[src/verilog/lane_pkg.sv]
`default_nettype none
package lane_pkg;
  // Bus personalities selected by the host
  typedef enum logic [1:0] {
    MODE_MEM,
    MODE_IO,
    MODE_IDE
  } mode_e;
  // Request kinds on the user port
  localparam logic [1:0] KIND_BYTE = 2'h0;
  localparam logic [1:0] KIND_WORD = 2'h1;
  localparam logic [1:0] KIND_CTRL = 2'h2;
  // Address widths
  localparam int ADDR_W = 11;
  localparam int IDE_ADDR_W = 3;
  // Reset levels of the pin drivers
  localparam logic [15:0] DATA_RST = 16'h0000;
  localparam logic [10:0] ADDR_RST = 11'h000;
endpackage
`default_nettype wire

[src/verilog/card_lane_host.sv]
`default_nettype none
module card_lane_host (
  // Clock and reset
  input wire logic sys_clk,
  input wire logic rst,
  // Configuration
  input wire lane_pkg::mode_e mode,
  input wire logic ide_slave,
  input wire logic eight_bit_host,
  // Request port
  input wire logic req_valid,
  input wire logic req_write,
  input wire logic [1:0] req_kind,
  input wire logic req_odd,
  input wire logic [10:0] req_addr,
  input wire logic [15:0] req_wdata,
  input wire logic req_dma,
  // Answer port
  output logic rsp_valid,
  output logic [15:0] rsp_rdata,
  // Card pins
  output logic ce1_n,
  output logic ce2_n,
  output logic csel_n_o,
  output logic csel_n_oe,
  output logic dmack_n,
  output logic [10:0] addr,
  output logic [15:0] data_o,
  output logic [15:0] data_oe,
  input wire logic [15:0] data_i
);
  // Derived selection of the access
  wire is_ide = (mode == lane_pkg::MODE_IDE);
  wire is_byte = (req_kind == lane_pkg::KIND_BYTE) || eight_bit_host;
  wire is_ctrl = (req_kind == lane_pkg::KIND_CTRL);
  wire is_dma = req_dma && is_ide && !is_byte && !is_ctrl;
  // odd byte lane
  // Odd lane enable only on a 16-bit host, for word or control access or an odd byte
  wire odd_lane = !is_byte || (req_odd && !eight_bit_host);
  wire even_lane = !odd_lane || !is_byte;
  wire sel0 = is_ide && !is_dma && !is_ctrl;
  wire sel1 = is_ide && !is_dma && is_ctrl;
  wire ce1_nxt = is_ide ? !sel0 : !even_lane;
  wire ce2_nxt = is_ide ? !sel1 : !odd_lane;
  wire [10:0] addr_nxt = is_ide ?
    {{(11 - lane_pkg::IDE_ADDR_W){1'b0}}, req_addr[2:0]} :
    {req_addr[10:1], req_addr[0] | (req_odd & eight_bit_host)};
  // task file bytes on D7:D0 only
  wire [15:0] oe_nxt = !req_write ? 16'h0000 :
    (is_ide && !is_dma) ? 16'h00FF :
    (is_byte && !odd_lane) ? 16'h00FF :
    (is_byte && !even_lane) ? 16'hFF00 : 16'hFFFF;
  // odd byte sits on D15:D8 for odd-lane byte writes
  wire [15:0] wdata_nxt = (is_byte && !even_lane) ?
    {req_wdata[7:0], 8'h00} : req_wdata;

  logic [1:0] phase_r;
  logic lane_odd_r;
  logic narrow_r;
  logic [15:0] din_r1;
  logic [15:0] din_r2;

  // Pins held three cycles per access so the card sees stable selects
  always_ff @(posedge sys_clk)
  begin
    if (rst)
    begin
      phase_r <= 2'h0;
      ce1_n <= 1'b1;
      ce2_n <= 1'b1;
      dmack_n <= 1'b1;
      addr <= lane_pkg::ADDR_RST;
      data_o <= lane_pkg::DATA_RST;
      data_oe <= 16'h0000;
      lane_odd_r <= 1'b0;
      narrow_r <= 1'b0;
    end
    else if (phase_r == 2'h0)
    begin
      if (req_valid)
      begin
        phase_r <= 2'h1;
        ce1_n <= ce1_nxt;
        ce2_n <= ce2_nxt;
        dmack_n <= !is_dma;
        addr <= addr_nxt;
        data_o <= wdata_nxt;
        data_oe <= oe_nxt;
        lane_odd_r <= is_byte && !even_lane;
        narrow_r <= is_byte || (is_ide && !is_dma);
      end
    end
    else if (phase_r == 2'h3)
    begin
      phase_r <= 2'h0;
      ce1_n <= 1'b1;
      ce2_n <= 1'b1;
      dmack_n <= 1'b1;
      data_oe <= 16'h0000;
    end
    else
      phase_r <= phase_r + 2'h1;
  end

  // Read data crosses from the pins through two stages
  always_ff @(posedge sys_clk)
  begin
    din_r1 <= data_i;
    din_r2 <= din_r1;
  end

  // odd byte returned in the low byte
  wire [15:0] rdata_nxt = lane_odd_r ? {8'h00, din_r2[15:8]} :
    narrow_r ? {8'h00, din_r2[7:0]} : din_r2;
  always_ff @(posedge sys_clk)
  begin
    if (rst)
    begin
      rsp_valid <= 1'b0;
      rsp_rdata <= lane_pkg::DATA_RST;
    end
    else
    begin
      rsp_valid <= (phase_r == 2'h3);
      rsp_rdata <= (phase_r == 2'h3) ? rdata_nxt : rsp_rdata;
    end
  end

  // strap driven low in card modes; released for IDE slave
  always_ff @(posedge sys_clk)
  begin
    if (rst)
    begin
      csel_n_o <= 1'b0;
      csel_n_oe <= 1'b1;
    end
    else
    begin
      csel_n_o <= 1'b0;
      // master when grounded, slave when open
      csel_n_oe <= !(is_ide && ide_slave);
    end
  end

  // chip selects negated under DMA acknowledge
  property p_dma_cs;
    @(posedge sys_clk) disable iff (rst)
      !dmack_n |-> (ce1_n && ce2_n && data_oe != 16'h00FF);
  endproperty
  a_dma_cs: assert property (p_dma_cs)
    else $error("chip select active during dma acknowledge");
  property p_idle;
    @(posedge sys_clk) disable iff (rst)
      (phase_r == 2'h0) |-> (ce1_n && ce2_n && data_oe == 16'h0000);
  endproperty
  a_idle: assert property (p_idle)
    else $error("bus driven while idle");
  property p_ide_sel;
    @(posedge sys_clk) disable iff (rst)
      (mode == lane_pkg::MODE_IDE && phase_r != 2'h0) |-> (ce1_n || ce2_n);
  endproperty
  a_ide_sel: assert property (p_ide_sel)
    else $error("both ide selects asserted");
  property p_ide_addr;
    @(posedge sys_clk) disable iff (rst)
      (mode == lane_pkg::MODE_IDE && phase_r != 2'h0) |-> addr[10:3] == 8'h00;
  endproperty
  a_ide_addr: assert property (p_ide_addr)
    else $error("ide upper address not grounded");
  // eight-bit host never uses odd lane
  property p_narrow;
    @(posedge sys_clk) disable iff (rst)
      (eight_bit_host && mode != lane_pkg::MODE_IDE && phase_r != 2'h0)
        |-> (ce2_n && !ce1_n);
  endproperty
  a_narrow: assert property (p_narrow)
    else $error("eight bit host used odd lane");
  // access lasts four cycles then answers
  property p_answer;
    @(posedge sys_clk) disable iff (rst)
      (phase_r == 2'h0 && req_valid) |-> ##3 (phase_r == 2'h3) ##1 rsp_valid;
  endproperty
  a_answer: assert property (p_answer)
    else $error("answer not at fourth cycle");
  property p_strap;
    @(posedge sys_clk) disable iff (rst)
      $past(mode != lane_pkg::MODE_IDE) |-> (csel_n_oe && !csel_n_o);
  endproperty
  a_strap: assert property (p_strap)
    else $error("strap floating in card mode");
  // task file write on low lanes
  property p_tf;
    @(posedge sys_clk) disable iff (rst)
      (!ce1_n && ce2_n && mode == lane_pkg::MODE_IDE && data_oe != 16'h0000)
        |-> data_oe == 16'h00FF;
  endproperty
  a_tf: assert property (p_tf)
    else $error("task file write not on low lanes");
  c_word: cover property (@(posedge sys_clk) !ce1_n && !ce2_n);
  c_odd: cover property (@(posedge sys_clk) ce1_n && !ce2_n);
  c_dma: cover property (@(posedge sys_clk) !dmack_n);
  c_rsp: cover property (@(posedge sys_clk) rsp_valid);
endmodule // card_lane_host
`default_nettype wire

[config.mk]
export PLATFORM = sky130hd
export DESIGN_NAME = card_lane_host
export DESIGN_NICKNAME = d
export VERILOG_FILES = /design/src/verilog/lane_pkg.sv /design/src/verilog/card_lane_host.sv
export SDC_FILE = /design/constraint.sdc
export NUM_CORES = 1
export LEC_CHECK = 0
export BUFFER_PORTS_ARGS = -buffer_cell sky130_fd_sc_hd__buf_2
export CORE_ASPECT_RATIO = 1.5
export CORE_MARGIN = 5
export CORE_UTILIZATION = 29
export DETAILED_ROUTE_END_ITERATION = 16
export MAX_ROUTING_LAYER = met4
export PLACE_DENSITY_LB_ADDON = 0.2
export SYNTH_ARGS = -nofsm -noshare
export SYNTH_HDL_FRONTEND = slang
export SYNTH_SLANG_ARGS = --single-unit
[constraint.sdc]
create_clock -name sys_clk -period 3.3 [get_ports sys_clk]
set_input_delay 0.33 -clock sys_clk [delete_from_list [all_inputs] [get_ports sys_clk]]
set_output_delay 0.33 -clock sys_clk [all_outputs]
set_load 0.05 [all_outputs]
==> metrics.txt, run 1 <==
worst slew margin relative to its limit 30.71%; post-placement cell count 507; Comb pwr share 31.9%; Worst Setup Path Type register to register; arithmetic-cell share of the synthesized area counting full adders, half adders and majority gates 1.280%; leakage power 1.698 nW; number of sinks on the clock net 86; cells traversed along the worst timing path inv_1, ha_1, nand2_1, buf_4, nor2_1, a22oi_1, nor2_1; Final Max Slew Viols 0; Horiz. Die Dim 92.11 um; mean cell area of the mapped netlist 9.711 um^2; placer's final routability congestion estimate 0.7686; antenna cell count 0; Hold Buf Count CTS 0; aggregate negative setup slack 0 ns; final net count 459; Post-Synthesis Cell Area 2933 um^2; register bit total from synthesis 86; Remaining DRCs 0; setup repair after global routing missed its margin false; number of inserted filler cells in the final layout 1051; routed vias/inst 4.515; combinational family with the most area after synthesis simple AND/OR/NAND/NOR gates; starting utilization of the core area 29.26%; starting DRC count in detailed routing 85; overall power after layout 3.262 mW; Max Freq 0.5735 GHz; Via Count 2357; sequential area share after synthesis 58.70%; clock-pin slew on the worst setup and hold paths 0.06 ns; largest net degree at the start of global routing 56; post-cts sizing count 0; internal portion of total power 2.018 mW; overall routing resource usage 12.35%; H-tree levels 3; port buffer count 118; fraction of power consumed by sequential logic 38.6%; worst clock skew on the final layout 0.007281 ns; Synth warnings 0; vias in the first global route 2305; outcome completed; wire length of the first global-routing pass 11430 um; non-filler instance count after layout 522; final worst-path cycle share 52.84%; pwr dens 865.4 nW/um^2; routed length per instance 13.77 um; XOR/XNOR Fraction of Synth Area 0%; Period minus WS final 1.744 ns; capturing element type of the critical path register; Net Count, Synth 360; IO Count 120; CTS Buf Count 9; die area 12270 um^2; maximum cell stage delay along the critical path 0.48 ns; number of setup violations in the final report 0; share of post-route cells with drive strength above 1 34.32%; Area growth, synth to finish 28.54%; final hold violations 0; clock insertion delay at the later pin of the skew report 0.34 ns; cell taking the most area after synthesis dfxtp_1; buffering stage count on the worst path with inverters included 2; required time worst endpoint 3.56 ns; switching portion of total power 38.14%; maximum fanout along the worst path 26; post-synthesis mux area share 2.730%; most area-consuming cells after synthesis dfxtp_1 59%, nand2_1 5.1%, nor2_1 4.6%; critical path's most frequent cell nor2_1; Tightest Pin Transition 1.039 ns; area of the core region 10020 um^2; path category of the worst min-delay check primary input to register; Data arrival, critical path 2.01 ns; router iterations before antenna repair 5; antenna violation net count after detailed routing 0; max-cap viol count 0; DRT Wirelength 7186 um; area share of the largest cell type after synthesis 58.70%; count of cell types in the netlist 36; worst hold-check slack 0.09163 ns; cells after synthesis 302; initial antenna violation count 0; simple-gate share of the synthesized area 15.78%; count of buffers added by post-CTS timing repair for setup 0; Worst path top cell family by delay simple AND/OR/NAND/NOR gates; Synth Area in Compound Gates 13.78%; root buffer cell clkbuf_16; Max IR drop VDD 0.3378 mV; Overflow after GRT 0; Clock Power Share 29.5%; most common cell after layout, fill and taps aside buf_2; number of rows created at floorplan 45; CTS tree done; number of enable flip-flop cells after synthesis 0; floorplan die height 133.2 um; proportion of register bits with asynchronous set or reset after synthesis 0%; highest-delay cell along the critical path nor2_1; prevailing post-synth register cell dfxtp_1; HPWL Detailed 5120 um; category of the worst setup path launch point register; net switching power 1.244 mW; deepest clock path buffer count 2; most frequent cells in the layout 118 x buf_2, 86 x dfxtp_1, 40 x nand2_1
==> final cells by class <==
class | instances | area (um^2) | share of cell area (%)
clock buffer | 11 | 232.7 | 6.173
clock inverter | 4 | 48.80 | 1.294
inverter | 5 | 18.77 | 0.4978
multi-input combinational | 178 | 988.4 | 26.22
sequential | 86 | 1722 | 45.67
tap | 117 | 146.4 | 3.883
timing repair buffer | 121 | 613.1 | 16.26
==> cells in the mapped netlist, drive strengths merged, types with 2 or more instances <==
cell type   n
a211oi      9
a21oi      26
a22oi       8
a311oi     10
buf        24
clkbuf      9
dfxtp      86
ha          3
inv         4
mux2i       8
nand2      40
nand3      16
nor2       37
nor3        3
o21ai       2
o21bai      2
or2         2
==> worst register-to-register path: stages (launching register included) <==
cell     delay [ns]
dfxtp_1        0.33
inv_1          0.08
ha_1           0.24
nand2_1        0.07
buf_4          0.22
nor2_1         0.49
a22oi_1        0.14
nor2_1         0.11
==> through the flow <==
step                      instance area [um^2]  setup slack, ns  utilization (%)
after CTS                                 3770            1.513            37.62
after floorplan                           2933            1.846                -
final                                     3770            1.556            37.62
after detailed placement                  3488            1.390            34.81
after global placement                    3488            1.426            34.81
after global routing                      3770            1.272            37.62
==> path summary, 6_finish.rpt <==
path                      startpoint              endpoint  slack [ns]  cells after the start
min                        data_i[8]     din_r1[8]$_DFF_P_        0.09                      1
max          phase_r[0]$_SDFFE_PP0P_  addr[4]$_SDFFE_PP0P_        1.56                      7
min reg2reg       din_r1[10]$_DFF_P_    din_r2[10]$_DFF_P_        0.32                      0
max reg2reg  phase_r[0]$_SDFFE_PP0P_  addr[4]$_SDFFE_PP0P_        1.56                      7
==> logic make-up after synthesis <==
family	Yosys count
simple gates	106
buf+inv	38
other cells	1
fa+ha+maj	3
compound gates	60
mux	8
flops	86
==> registers in the layout, summed over array words and instances, names as in the netlist <==
name,flops
rsp_rdata,16
ce1_n,1
dmack_n,1
rsp_valid,1
narrow_r,1
din_r2,16
ce2_n,1
din_r1,16
lane_odd_r,1
data_oe,2
phase_r,2
data_o,16
csel_n_oe,1
addr,11
==> power groups by stage <==
stage	logic, mW	registers, mW	clock network, mW
2_1_floorplan	0.465	1.64	0
3_3_place_gp	1.05	1.28	0
3_5_place_dp	1.06	1.28	0
4_1_cts	1.06	1.26	0.999
5_1_grt	1.13	1.28	1.05
6_report	1.04	1.26	0.963
==> per-layer routing <==
layer / GRT usage, % / routed length [um] / vias to the layer above
met5: - / 0 / -
met4: 6.694 / 129 / 0
met3: 3.616 / 408 / 8
met2: 20.00 / 3629 / 69
met1: 13.57 / 3018 / 1062
li1: - / - / 1218
Note: power is estimated with default switching activity, not from simulation.
==> run 2: changes to the inputs <==
--- a/config.mk
+++ b/config.mk
@@ -5,6 +5,7 @@
 export SDC_FILE = /design/constraint.sdc
 export NUM_CORES = 1
 export LEC_CHECK = 0
+export ABC_AREA = 1
 export BUFFER_PORTS_ARGS = -buffer_cell sky130_fd_sc_hd__buf_2
 export CORE_ASPECT_RATIO = 1.5
 export CORE_MARGIN = 5
==> constraint.sdc (replaced) <==
create_clock -name sys_clk -period 1.8 [get_ports sys_clk]
set_input_delay 0.18 -clock sys_clk [delete_from_list [all_inputs] [get_ports sys_clk]]
set_output_delay 0.18 -clock sys_clk [all_outputs]
set_load 0.05 [all_outputs]
==> metrics.txt, run 2 <==
aggregate negative setup slack 0 ns; largest net degree at the start of global routing 30; cell taking the most area after synthesis dfxtp_1; number of sinks on the clock net 86; starting utilization of the core area 29.77%; deepest clock path buffer count 2; non-filler instance count after layout 619; floorplan die height 135.3 um; sequential area share after synthesis 56.74%; clock-pin slew on the worst setup and hold paths 0.07 ns; antenna cell count 0; proportion of register bits with asynchronous set or reset after synthesis 0%; HPWL Detailed 5934 um; Worst Setup Path Type register to register; number of inserted filler cells in the final layout 1041; Final Max Slew Viols 0; port buffer count 118; overall power after layout 6.575 mW; Max IR drop VDD 0.5989 mV; maximum cell stage delay along the critical path 0.31 ns; most common cell after layout, fill and taps aside buf_2; CTS Buf Count 9; placer's final routability congestion estimate 0.7868; H-tree levels 3; starting DRC count in detailed routing 74; overall routing resource usage 13.39%; final net count 531; number of enable flip-flop cells after synthesis 0; Via Count 2666; IO Count 120; CTS tree done; Overflow after GRT 0; Data arrival, critical path 1.72 ns; area share of the largest cell type after synthesis 56.74%; fraction of met2 tracks used by global routing 22.88%; count of cell types in the netlist 22; initial antenna violation count 0; mean cell area of the mapped netlist 8.620 um^2; cells traversed along the worst timing path inv_1, ha_1, nand2_2, buf_4, a21oi_1, nand2_1, a21oi_1; router iterations before antenna repair 4; most area-consuming cells after synthesis dfxtp_1 57%, a21oi_1 9.1%, nand2_1 8.3%; vias in the first global route 2615; Post-Synthesis Cell Area 3034 um^2; root buffer cell clkbuf_16; die area 12650 um^2; wire length of the first global-routing pass 12910 um; worst clock skew on the final layout 0.007652 ns; worst hold-check slack 0.02825 ns; Post-synth top cells 86 x dfxtp_1, 67 x nand2_1, 55 x a21oi_1; final worst-path cycle share 80.86%; count of buffers added by post-CTS timing repair for setup 0; Net Count, Synth 410; pwr dens 1593 nW/um^2; maximum fanout along the worst path 29; Horiz. Die Dim 93.52 um; capturing element type of the critical path register; critical path's most frequent cell a21oi_1; final hold violations 0; required time worst endpoint 2.06 ns; cells after synthesis 352; Synth warnings 0; share of post-route cells with drive strength above 1 31.59%; Max Freq 0.6871 GHz; category of the worst setup path launch point register; Period minus WS final 1.455 ns; area of the core region 10190 um^2; most frequent cells in the layout 118 x buf_2, 86 x dfxtp_1, 67 x nand2_1; routed length per instance 13.04 um; post-placement cell count 587; path category of the worst min-delay check primary input to register; Area growth, synth to finish 36.00%; global routing's busiest layer met2; routed vias/inst 4.307; setup repair after global routing missed its margin false; clock insertion delay at the later pin of the skew report 0.33 ns; Remaining DRCs 0; number of rows created at floorplan 45; register bit total from synthesis 86; highest-delay cell along the critical path dfxtp_1; most frequent cell after synthesis dfxtp_1; met3 layer usage reported by global route 3.446%; prevailing post-synth register cell dfxtp_1; number of setup violations in the final report 0; leakage power 2.007 nW; outcome completed; antenna violation net count after detailed routing 0; max-cap viol count 0; DRT Wirelength 8072 um; GR Util met1 15.13%
## run 2: cell types whose count changed in the layout (fill, tap and decap cells not counted), sizes merged, moves of 8 or more
cell and delta:
a311oi -10, a22oi -8, nor2 -15, a211oi -8, a21oi +30, mux2i -8
nand2 +29, dlygate4sd3 +16, o21ai +23, inv +20
## run 2: cells by family (layout without fill, tap and decap cells)
family	count (synthesis)	in the layout	share of synthesized area, %
AND/OR/NAND/NOR	122	122	17.65
flip-flops	86	86	56.74
AO/OA/AOI/OAI	83	83	13.98
buffers and inverters	57	183	10.27
adder cells (fa/ha/maj)	3	3	1.237
other	1	1	0.1236
## run 2: cell type report
type                    count  area [um^2]  area share (%)
repair buffers            143        818.3           19.83
flip-flops and latches     86         1722           41.72
multi-input cells         209         1001           24.26
clock buffers              11        252.7           6.125
clock inverters             5        66.31           1.607
inverters                  24        90.09           2.183
well taps                 141        176.4           4.275
## run 2: report_power, final
| group | switching (mW) | internal [mW] | leakage [nW] |
|---|---|---|---|
| sequential | 0.181 | 2.21 | 0.712 |
| combinational | 1.70 | 0.560 | 1.14 |
| clock | 0.757 | 1.17 | 0.154 |
| total | 2.64 | 3.94 | 2.01 |
## run 2: metrics by stage
stage / utilization (%) / setup WS, ns / instance area [um^2]
2_1_floorplan: - / 0.5412 / 3034
3_3_place_gp: 35.79 / 0.4102 / 3647
3_5_place_dp: 35.79 / 0.3499 / 3647
4_1_cts: 40.49 / 0.3402 / 4126
5_1_grt: 40.49 / 0.1841 / 4126
6_report: 40.49 / 0.3446 / 4126
## run 2: per-layer routing
| metal | up-vias | wire length, um | share of wire (%) |
|---|---|---|---|
| li1 | 1371 | - | - |
| met1 | 1192 | 3424 | 42 |
| met2 | 94 | 3983 | 49 |
| met3 | 9 | 586 | 7.3 |
| met4 | 0 | 78 | 0.97 |
| met5 | - | 0 | 0 |
## run 2: path summary, 6_finish.rpt
| kind | from | end | slack (ns) | depth (start not counted) |
|---|---|---|---|---|
| max | phase_r[0]$_SDFFE_PP0P_ | data_o[7]$_SDFFE_PP0P_ | 0.34 | 7 |
| min | ide_slave | csel_n_oe$_SDFF_PP1_ | 0.03 | 2 |
| max reg2reg | phase_r[0]$_SDFFE_PP0P_ | data_o[7]$_SDFFE_PP0P_ | 0.34 | 7 |
| min reg2reg | din_r1[1]$_DFF_P_ | din_r2[1]$_DFF_P_ | 0.33 | 0 |
## run 2: critical path: cells and delay by family, from the launching register on
kind            cells  cell delay [ns]
compound gates      2             0.36
buf+inv             2             0.33
flops               1             0.31
fa+ha+maj           1             0.22
simple gates        2             0.15
## run 2: what timing repair did
| item | 4_1_cts | 5_1_grt |
|---|---|---|
| endpoints found under the hold margin | 16 | 0 |
| hold buffers | 16 | 0 |
| resized for setup | 0 | 0 |
==> run 3: changes to the inputs <==
==> constraint.sdc (replaced) <==
create_clock -name sys_clk -period 1.2 [get_ports sys_clk]
set_input_delay 0.12 -clock sys_clk [delete_from_list [all_inputs] [get_ports sys_clk]]
set_output_delay 0.12 -clock sys_clk [all_outputs]
set_load 0.05 [all_outputs]
==> metrics.txt, run 3 (synthesis gave the netlist of run 2 again) <==
Horiz. Die Dim 93.52 um; highest-delay cell along the critical path dfxtp_2; violated checks setup timing; CTS tree done; least setup slack across all paths after layout -0.05144 ns; maximum fanout along the worst path 6; Data arrival, critical path 1.51 ns; Max Freq 0.7991 GHz; final worst-path cycle share 104.3%; clock-pin slew on the worst setup and hold paths 0.06 ns; required time worst endpoint 1.46 ns; placer's final routability congestion estimate 0.7572; overall power after layout 10.60 mW; setup repair after global routing missed its margin true; maximum cell stage delay along the critical path 0.35 ns; largest net degree at the start of global routing 28; Remaining DRCs 0; IO Count 120; clock insertion delay at the later pin of the skew report 0.33 ns; outcome finished, violations left; number of setup violations in the final report 5; number of rows created at floorplan 45; Critical R2R Launch phase_r[1]$_SDFFE_PP0P_; HPWL Detailed 6153 um; post-placement cell count 602; share of post-route cells with drive strength above 1 39.96%; area of the core region 10190 um^2; starting DRC count in detailed routing 51; CTS Buf Count 9; wire length of the first global-routing pass 12910 um; Clock Power Share 25.7%; final net count 551; H-tree levels 3; overall routing resource usage 13.50%; most frequent cells in the layout 116 x buf_2, 82 x dfxtp_1, 64 x nand2_1; fraction of power consumed by sequential logic 34.0%; antenna violation net count after detailed routing 0; internal portion of total power 6.333 mW; Period minus WS final 1.251 ns; pre-CTS setup slack -0.1919 ns; routed length per instance 13.05 um; root buffer cell clkbuf_16; routed vias/inst 4.257; die area 12650 um^2; buffering stage count on the worst path with inverters included 3; Comb pwr share 40.3%; initial antenna violation count 0; DRT Wirelength 8339 um; switching portion of total power 40.24%; net switching power 4.264 mW; pwr dens 2386 nW/um^2; Worst Setup Path Type register to register; category of the worst setup path launch point register; number of sinks on the clock net 86; Area growth, synth to finish 46.39%; port buffer count 118; capturing element type of the critical path register; number of inserted filler cells in the final layout 1036; router iterations before antenna repair 4; final hold violations 0; Worst path top cell family by delay flip-flops; hold path start req_addr[7]; cells traversed along the worst timing path inv_2, ha_4, nand2_4, inv_6, a21oi_4, buf_6, nand2_2, a21oi_1; deepest clock path buffer count 2; non-filler instance count after layout 639; Overflow after GRT 0; leakage power 2.118 nW; vias in the first global route 2579; Critical path origin phase_r[1]$_SDFFE_PP0P_; most common cell after layout, fill and taps aside buf_2; floorplan die height 135.3 um; antenna cell count 0; Final Max Slew Viols 0; worst clock skew on the final layout 0.004042 ns; Max IR drop VDD 0.9811 mV; max-cap viol count 0; starting utilization of the core area 29.77%; Via Count 2720; path category of the worst min-delay check primary input to register
[run 3: cell types whose count changed in the layout (fill, tap and decap cells not counted), sizes merged]
| cell | delta |
|---|---|
| buf | +19 |
| clkinv | +1 |
| clkinvlp | -1 |
| dlygate4sd3 | +1 |
[run 3: final cells by class]
cell class,count,area (um^2),area share (%)
Timing Repair Buffer,163,1015,22.84
Inverter,24,97.59,2.197
Sequential cell,86,1727,38.87
Clock buffer,11,232.7,5.239
Tap cell,141,176.4,3.972
Multi-Input combinational cell,209,1136,25.58
Clock inverter,5,57.56,1.296
[run 3: worst min-delay path: cells and delay by family]
kind,cells,cell delay (ns)
compound gates,1,0.05
buf+inv,1,0.07
simple gates,1,0.09
[run 3: per-stage QoR]
step                       TNS, ns  utilization [%]  cell area (um^2)  hold WS, ns
after floorplan           -0.03920                -              3047       0.1477
after detailed placement    -6.560            37.11              3782       0.2236
after CTS                   -1.016            43.03              4385      0.02345
final                      -0.1533            43.59              4442      0.03578
after global routing        -2.124            43.59              4442      0.05791
after global placement      -3.318            37.11              3782       0.2217
[run 3: what timing repair did]
action	in CTS	in global routing
cloned	0	0
buffers inserted	4	0
endpoints found under the hold margin	17	0
hold buffers	17	0
pin swaps	6	8
endpoints found under the setup margin	68	66
gates resized for setup	38	24
[run 3: final timing paths]
| path | to | slack (ns) | cells past startpoint |
|---|---|---|---|
| max | data_oe[14]$_SDFFE_PP0P_ | -0.05 | 8 |
| min | addr[7]$_SDFFE_PP0P_ | 0.04 | 3 |
| min reg2reg | din_r2[6]$_DFF_P_ | 0.32 | 0 |
| max reg2reg | data_oe[14]$_SDFFE_PP0P_ | -0.05 | 8 |
[run 3: power by group through the flow]
stage                     combinational, mW  clock, mW  sequential, mW
after floorplan                        1.55          0            4.79
after CTS                              4.23       2.80            3.59
after global routing                   4.60       2.92            3.65
after detailed placement               3.81          0            3.63
final                                  4.27       2.72            3.60
after global placement                 3.76          0            3.61
[run 3: metal layers]
layer,global-route usage (%),vias up,part of all wire (%)
li1,-,1406,-
met1,14.81,1219,40
met2,22.72,82,51
met3,3.224,13,7.2
met4,6.601,0,2.1
met5,-,-,0
